$ cat src/pkg/ahbp_pkg.sv
// ahbp_pkg: constants and carriers for the async host bus port
// assumes one 10 MHz system clock; host pins already synchronous to it
package ahbp_pkg;
  localparam int unsigned ADDR_W      = 7;
  localparam int unsigned DATA_W      = 8;
  localparam int unsigned NUM_REGS    = 128;
  localparam logic [7:0]  REG_RST_VAL = 8'h00;
  localparam logic        SEL_PINS    = 1'b1;
  localparam logic        BUS_MOTO    = 1'b1;

  typedef enum logic [2:0] {
    AHBP_IDLE  = 3'b001,
    AHBP_ADDR  = 3'b010,
    AHBP_CYCLE = 3'b100
  } ahbp_state_t;

  // host pins as seen by the port
  typedef struct packed {
    logic              addr_latch_or_addr_strobe;
    logic              wr_rw;
    logic              read_strobe_or_data_strobe;
    logic [ADDR_W-1:0] addr;
    logic [DATA_W-1:0] data_in;
  } ahbp_pins_t;

  // one access towards the register store
  typedef struct packed {
    logic              wr;
    logic              rd;
    logic [ADDR_W-1:0] addr;
    logic [DATA_W-1:0] wdata;
  } ahbp_req_t;
endpackage

$ cat src/verilog/ahbp_regmem.sv
// ahbp_regmem: small register store, registered read data
// assumes one access per cycle from the host port
`timescale 1ns/1ps
module ahbp_regmem
  import ahbp_pkg::*;
#(
  parameter int unsigned DEPTH = NUM_REGS
) (
  input  wire logic              i_clk_sys,
  input  wire logic              i_srst,
  input  wire logic              i_wr,
  input  wire logic [ADDR_W-1:0] i_addr,
  input  wire logic [DATA_W-1:0] i_wdata,
  output logic      [DATA_W-1:0] o_rdata
);
  logic [DATA_W-1:0] mem_r [DEPTH];
  logic [DATA_W-1:0] rdata_r;

  always_ff @(posedge i_clk_sys) begin
    if (i_srst) begin
      for (int i = 0; i < int'(DEPTH); i++) begin
        mem_r[i] <= REG_RST_VAL;
      end
      rdata_r <= REG_RST_VAL;
    end else begin
      if (i_wr) begin
        mem_r[i_addr] <= i_wdata;
      end
      rdata_r <= i_wr ? i_wdata : mem_r[i_addr];
    end
  end

  assign o_rdata = rdata_r;
endmodule // ahbp_regmem

$ cat src/verilog/ahbp_port.sv
// ahbp_port: host/pins mode select, intel or motorola async cycle decode,
// hardware-mode send-all-ones commands
// assumes host pins are synchronous to i_clk_sys (edges seen as level changes)
`timescale 1ns/1ps

// Functional notes
// - select high means pin-programmed mode
// - select low means host mode
// - pin mode disables port; pins configure
// - intel write strobe low enables data input
// - intel write captures data on strobe rise
// - motorola read when flag high at strobe fall
// - motorola write when flag low at strobe fall
// - intel read strobe low drives register data
// - intel read strobe high releases data bus
// - pin mode: strobes become ch0/ch1 all-ones
// - intel address latched on latch-enable fall
module ahbp_port
  import ahbp_pkg::*;
(
  input  wire logic              i_clk_sys,
  input  wire logic              i_srst,
  input  wire logic              i_host_or_pins_select,
  input  wire logic              i_bus_style_moto,
  input  wire logic              i_addr_latch_or_addr_strobe,
  input  wire logic              i_write_or_rw_flag,
  input  wire logic              i_read_strobe_or_data_strobe,
  input  wire logic [ADDR_W-1:0] i_addr,
  input  wire logic [DATA_W-1:0] i_data_in,
  output logic      [DATA_W-1:0] o_data_out,
  output logic      [DATA_W-1:0] o_data_oe,
  output logic                   o_data_in_en,
  output logic                   o_host_mode,
  output logic                   o_send_all_ones_ch0,
  output logic                   o_send_all_ones_ch1
);
  ahbp_pins_t        pins;
  ahbp_pins_t        prev_r;
  ahbp_pins_t        prev_nxt;
  ahbp_state_t       state_r;
  ahbp_state_t       state_nxt;
  ahbp_req_t         req;
  logic [ADDR_W-1:0] addr_r;
  logic [ADDR_W-1:0] addr_nxt;
  logic [DATA_W-1:0] rdata;
  logic [DATA_W-1:0] dout_r;
  logic [DATA_W-1:0] dout_nxt;
  logic              oe_r;
  logic              oe_nxt;
  logic              in_en_r;
  logic              in_en_nxt;
  logic              host_r;
  logic              host_nxt;
  logic              taos0_r;
  logic              taos0_nxt;
  logic              taos1_r;
  logic              taos1_nxt;
  logic              moto_rd_r;
  logic              moto_rd_nxt;
  logic              arm_r;
  logic              arm_nxt;
  logic              ale_fell;
  logic              wr_rose;
  logic              ds_fell;
  logic              rd_rose;

  function automatic logic fell(input logic prev, input logic cur);
    return prev & ~cur;
  endfunction

  function automatic logic rose(input logic prev, input logic cur);
    return ~prev & cur;
  endfunction

  assign pins = '{addr_latch_or_addr_strobe:  i_addr_latch_or_addr_strobe,
                  wr_rw:   i_write_or_rw_flag,
                  read_strobe_or_data_strobe:   i_read_strobe_or_data_strobe,
                  addr:    i_addr,
                  data_in: i_data_in};

  // a mode change can fake an edge; count edges only on host history
  assign ale_fell = arm_r & fell(prev_r.addr_latch_or_addr_strobe, pins.addr_latch_or_addr_strobe);
  assign wr_rose  = arm_r & rose(prev_r.wr_rw, pins.wr_rw);
  assign ds_fell  = arm_r & fell(prev_r.read_strobe_or_data_strobe, pins.read_strobe_or_data_strobe);
  assign rd_rose  = arm_r & rose(prev_r.read_strobe_or_data_strobe, pins.read_strobe_or_data_strobe);

  // store reads the latched address every cycle
  ahbp_regmem #(
    .DEPTH (NUM_REGS)
  ) ahbp_regmem_i (
    .i_clk_sys (i_clk_sys),
    .i_srst    (i_srst),
    .i_wr      (req.wr),
    .i_addr    (req.addr),
    .i_wdata   (req.wdata),
    .o_rdata   (rdata)
  );

  always_comb begin
    host_nxt    = (i_host_or_pins_select != SEL_PINS);
    prev_nxt    = pins;
    state_nxt   = state_r;
    addr_nxt    = addr_r;
    dout_nxt    = dout_r;
    oe_nxt      = 1'b0;
    in_en_nxt   = 1'b0;
    moto_rd_nxt = moto_rd_r;
    arm_nxt     = host_r;
    req         = '{wr: 1'b0, rd: 1'b0, addr: addr_r, wdata: pins.data_in};
    if (!host_r) begin
      // port dead; strobe pins feed the command group below
      state_nxt   = AHBP_IDLE;
      moto_rd_nxt = 1'b0;
    end else if (i_bus_style_moto != BUS_MOTO) begin
      // latch enable high lets the address through; its fall freezes it
      if (pins.addr_latch_or_addr_strobe) begin
        addr_nxt = pins.addr;
      end
      if (ale_fell) begin
        addr_nxt  = prev_r.addr;
        req.addr  = prev_r.addr;
        state_nxt = AHBP_CYCLE;
      end
      in_en_nxt = ~pins.wr_rw;
      // data is the last sample taken with the strobe still low
      if (wr_rose) begin
        req.wr    = 1'b1;
        req.wdata = prev_r.data_in;
        state_nxt = AHBP_IDLE;
      end
      if (!pins.read_strobe_or_data_strobe) begin
        oe_nxt   = 1'b1;
        dout_nxt = rdata;
      end else if (rd_rose) begin
        state_nxt = AHBP_IDLE;
      end
    end else begin
      // address strobe low holds the address for the whole cycle
      if (!pins.addr_latch_or_addr_strobe) begin
        if (state_r == AHBP_IDLE) begin
          addr_nxt  = pins.addr;
          req.addr  = pins.addr;
          state_nxt = AHBP_ADDR;
        end
      end else begin
        state_nxt   = AHBP_IDLE;
        moto_rd_nxt = 1'b0;
      end
      // the flag level at the data-strobe fall picks read or write
      if (ds_fell) begin
        if (pins.wr_rw) begin
          moto_rd_nxt = 1'b1;
        end else begin
          req.wr    = 1'b1;
          req.wdata = pins.data_in;
        end
        state_nxt = AHBP_CYCLE;
      end
      if (pins.read_strobe_or_data_strobe) begin
        moto_rd_nxt = 1'b0;
      end
      in_en_nxt = ~pins.wr_rw & ~pins.read_strobe_or_data_strobe;
      if (moto_rd_r && !pins.read_strobe_or_data_strobe) begin
        oe_nxt   = 1'b1;
        dout_nxt = rdata;
      end
    end
  end

  always_ff @(posedge i_clk_sys) begin
    if (i_srst) begin
      prev_r    <= '{addr_latch_or_addr_strobe: 1'b0, wr_rw: 1'b1, read_strobe_or_data_strobe: 1'b1,
                     addr: '0, data_in: '0};
      state_r   <= AHBP_IDLE;
      addr_r    <= '0;
      dout_r    <= REG_RST_VAL;
      oe_r      <= 1'b0;
      in_en_r   <= 1'b0;
      host_r    <= 1'b0;
      arm_r     <= 1'b0;
      moto_rd_r <= 1'b0;
    end else begin
      prev_r    <= prev_nxt;
      state_r   <= state_nxt;
      addr_r    <= addr_nxt;
      dout_r    <= dout_nxt;
      oe_r      <= oe_nxt;
      in_en_r   <= in_en_nxt;
      host_r    <= host_nxt;
      arm_r     <= arm_nxt;
      moto_rd_r <= moto_rd_nxt;
    end
  end

  // pin-mode commands: strobe pins become per-channel levels
  always_comb begin
    taos0_nxt = 1'b0;
    taos1_nxt = 1'b0;
    if (!host_r) begin
      taos0_nxt = pins.wr_rw;
      taos1_nxt = pins.read_strobe_or_data_strobe;
    end
  end

  always_ff @(posedge i_clk_sys) begin
    if (i_srst) begin
      taos0_r <= 1'b0;
      taos1_r <= 1'b0;
    end else begin
      taos0_r <= taos0_nxt;
      taos1_r <= taos1_nxt;
    end
  end

  assign o_data_out          = dout_r;
  assign o_data_oe           = {DATA_W{oe_r}};
  assign o_data_in_en        = in_en_r;
  assign o_host_mode         = host_r;
  assign o_send_all_ones_ch0 = taos0_r;
  assign o_send_all_ones_ch1 = taos1_r;
endmodule // ahbp_port

$ cat config.mk
export PLATFORM = sky130hd
export DESIGN_NAME = ahbp_port
export DESIGN_NICKNAME = d
export VERILOG_FILES = /design/src/pkg/ahbp_pkg.sv /design/src/verilog/ahbp_regmem.sv /design/src/verilog/ahbp_port.sv
export SDC_FILE = /design/constraint.sdc
export NUM_CORES = 2
export LEC_CHECK = 0
export BUFFER_PORTS_ARGS = -buffer_cell sky130_fd_sc_hd__buf_2
export CAP_MARGIN = 30
export CORE_MARGIN = 2
export CORE_UTILIZATION = 45
export CTS_CLUSTER_SIZE = 10
export DETAILED_ROUTE_END_ITERATION = 7
export SETUP_SLACK_MARGIN = 0.4
export SLEW_MARGIN = 40
export SYNTH_ARGS = -nofsm -noshare
export SYNTH_HDL_FRONTEND = slang
export SYNTH_HIERARCHICAL = 1
export SYNTH_SLANG_ARGS = --single-unit
$ cat constraint.sdc
create_clock -name i_clk_sys -period 4.98 [get_ports i_clk_sys]
set_input_delay 0.498 -clock i_clk_sys [delete_from_list [all_inputs] [get_ports i_clk_sys]]
set_output_delay 0.498 -clock i_clk_sys [all_outputs]
set_load 0.01 [all_outputs]
==> impl_metrics.ini <==
[floorplan]
rows = 122
die_h_um = 338
ios = 42
die_x_um = 338
die-area_um2 = 114000
start_util = 0.454
core_area_um2 = 111000

[yosys]
synth_area_leaders = edfxtp_1, nor3_1, mux2i_1, mux4_2, clkbuf_1
ys_types = 84
synthSimpleGateAreaFrac = 0.161
syn-cell-area_um2 = 50200
ys_seq_area_frac = 0.632
synth.avg_cell_area_um2 = 12.6
syn-num-nets = 4022
ys_warn_count = 6
synth_compound_area_frac = 0.0881
synthMuxAreaShare = 0.0727
synth_top_area_cell = edfxtp_1
synth_edf_count = 1024
synth_xor_area_frac = 0
synth_top_area_frac = 0.612
synth-main-ff-cell = edfxtp_1
syn-instance-count = 4000
ys_ff_latch = 1075
synth_top_family_by_area = simple AND/OR/NAND/NOR gates
synth_fa_ha_area_frac = 0
synthArstFlopShare = 0

[finish]
final_cell_mix = edfxtp_1, nor3_1, buf_4
drive_gt1_frac = 0.174
seqCellArea_um2 = 31800
n_fill_cell = 9506
final_area_um2 = 56100
final_common_cell = edfxtp_1
final_net_count = 3921
area_growth_syn_to_layout_pct = 11.6
postLayoutCoreUtil = 0.507
multi_input_area_um2 = 16400

[clock_tree]
cts-buffers-inserted = 121
numClockSinks = 1075
max-clock-path-buffers = 3
htree_num_levels = 3
clock-root-buffer = clkbuf_16
cts_tree = built
path_clk_slew_ns = 0.06
clkLatencyLatePin_ns = 0.73

[outcome]
status = finished clean

[setup_path]
crit_path_end = ahbp_regmem_i/o_rdata[4]
cp-end-kind = register
path_max_fanout = 23
cp-startpoint = state_r[2]
r2r-end = ahbp_regmem_i/o_rdata[4]
worstRegToRegCells = 12
crit_type = reg -> reg
cp.required_ns = 5.59
worst_setup_path_start_kind = register
timing.rr.start = state_r[2]
critPathArrivalTime_ns = 5.19
rrSetupSlack_ns = 0.40

[placed_design]
dpl-instance-area_um2 = 52500
dpl.hpwl_mm = 108
place.gp.congestion = 0.955
io_buffers = 41

[timing]
tightest_slew_ns = 0.955
whs_ns = 0.0302
finalCritPeriodShare = 0.920
period_needed_ns = 4.58
max-slew-margin-rel = 0.364
skew_ns = 0.0312
rsz0062_at_grt = no
fin_tns_setup_ns = 0
report.final.setup_viol = 0
max_freq_ghz = 0.218
hold_violations = 0
slew_viol_final = 0

[drt]
via_per_inst = 6.61
wl_per_cell_um = 31.8
drt.antenna.violating_nets = 0
drt-pass1-iter-count = 7
totalWireLength_mm = 173
drt_iter0_markers = 5016
num_vias = 36000
drc_errors = 0

[pwr]
ir_worst_vdd_mv = 0.280
power.leakage_nw = 18.8
power_density_nw_per_um2 = 371

[min_path]
min_from = i_data_in[0]
holdCritPathClass = in -> reg

[grt]
grt_pass1_vias = 34600
grt.overflow.total = 0
grt_pass1_wl_mm = 251
grt_max_degree = 130
antenna_found_initial = 2
grt_use_total = 0.297

[run]
drv_cap = 0
## final cells by class
type	count	area share
Clock buffer	170	0.0596
Tap cell	1488	0.0332
Sequential cell	1075	0.567
Multi-Input combinational cell	2402	0.293
Inverter	19	0.00163
Antenna cell	1	0.0000446
Timing Repair Buffer	280	0.0437
Clock inverter	9	0.00194
## logic make-up (layout without fill, tap and decap cells)
logic type             after synthesis  in the layout
other                                0              1
buffers and inverters              523            478
DFF                               1075           1075
AOI/OAI and AO/OA                  585            585
muxes                              288            288
and+or+nand+nor                   1529           1529
## worst min-delay path by stage
stage                     depth (start not counted)            end
final                                             2      prev_r[0]
after global routing                              2      prev_r[0]
after CTS                                         2      prev_r[0]
after detailed placement                          2  o_data_out[0]
after global placement                            2  o_data_out[1]
after floorplan                                   2  o_data_out[0]
## registers in the layout (all words and copies together) (netlist names)
signal and flops:
arm_r 1, prev_r 18, o_send_all_ones_ch1 1, state_r 3, addr_r 7, ahbp_regmem_i/o_rdata 8, oe_r 1, o_data_out 8
o_data_in_en 1, moto_rd_r 1, o_send_all_ones_ch0 1, ahbp_regmem_i/mem_r 1024, o_host_mode 1
## per-layer routing
| layer | part of all wire | vias up | track usage |
|---|---|---|---|
| met3 | 0.11 | 428 | 0.0672 |
| met2 | 0.45 | 2189 | 0.455 |
| met5 | 0.000092 | - | 0 |
| li1 | - | 15100 | - |
| met4 | 0.047 | 2 | 0.133 |
| met1 | 0.39 | 18200 | 0.405 |
## what timing repair did
action | 4_1_cts | 5_1_grt
resized for setup | 0 | 7
setup buffers | 0 | 2
endpoints found under the setup margin | 0 | 62
hold buffers | 8 | 0
hold endpoints to repair | 8 | 0
## cells in the mapped netlist (27+ instances only)
cell type / number
a21o_1: 46
a21oi_1: 49
a221o_1: 27
a221oi_1: 62
a22o_1: 45
a22oi_1: 61
and2_1: 176
and3_1: 91
buf_1: 30
buf_2: 124
clkbuf_1: 313
dfxtp_1: 51
edfxtp_1: 1024
mux2_2: 52
mux2i_1: 172
mux4_2: 55
nand2_1: 103
nor2_1: 144
nor2b_1: 38
nor3_1: 763
nor4_1: 27
o21ai_0: 49
o22ai_1: 74
or2_2: 91
## power breakdown
| part | leakage (nW) | switching [mW] | internal, mW |
|---|---|---|---|
| registers | 11.0 | 0.120 | 10.2 |
| clock network | 1.66 | 3.56 | 4.66 |
| logic | 6.18 | 1.60 | 0.665 |
## stage by stage
step                      power, mW  setup WS (ns)  instances
after floorplan                11.7           1.03       4000
after global placement         12.6         -0.121       5254
after detailed placement       12.7          0.216       5254
after CTS                      20.7          0.466       5441
after global routing           21.2          0.363       5443
final                          20.8          0.400       5444
## worst max-delay path: stages, from the launching register on
cell and delay, ns:
dfxtp_1 0.35, nor4b_4 0.42, mux2_2 0.39, a22o_1 0.19, a22o_4 0.40, buf_12 0.26
inv_2 0.41, buf_4 0.38, a21oi_1 0.07, o31ai_1 0.56, nor4bb_1 0.65, o32a_1 0.26
o21ai_1 0.08
Note: power is estimated with default switching activity, not from simulation.
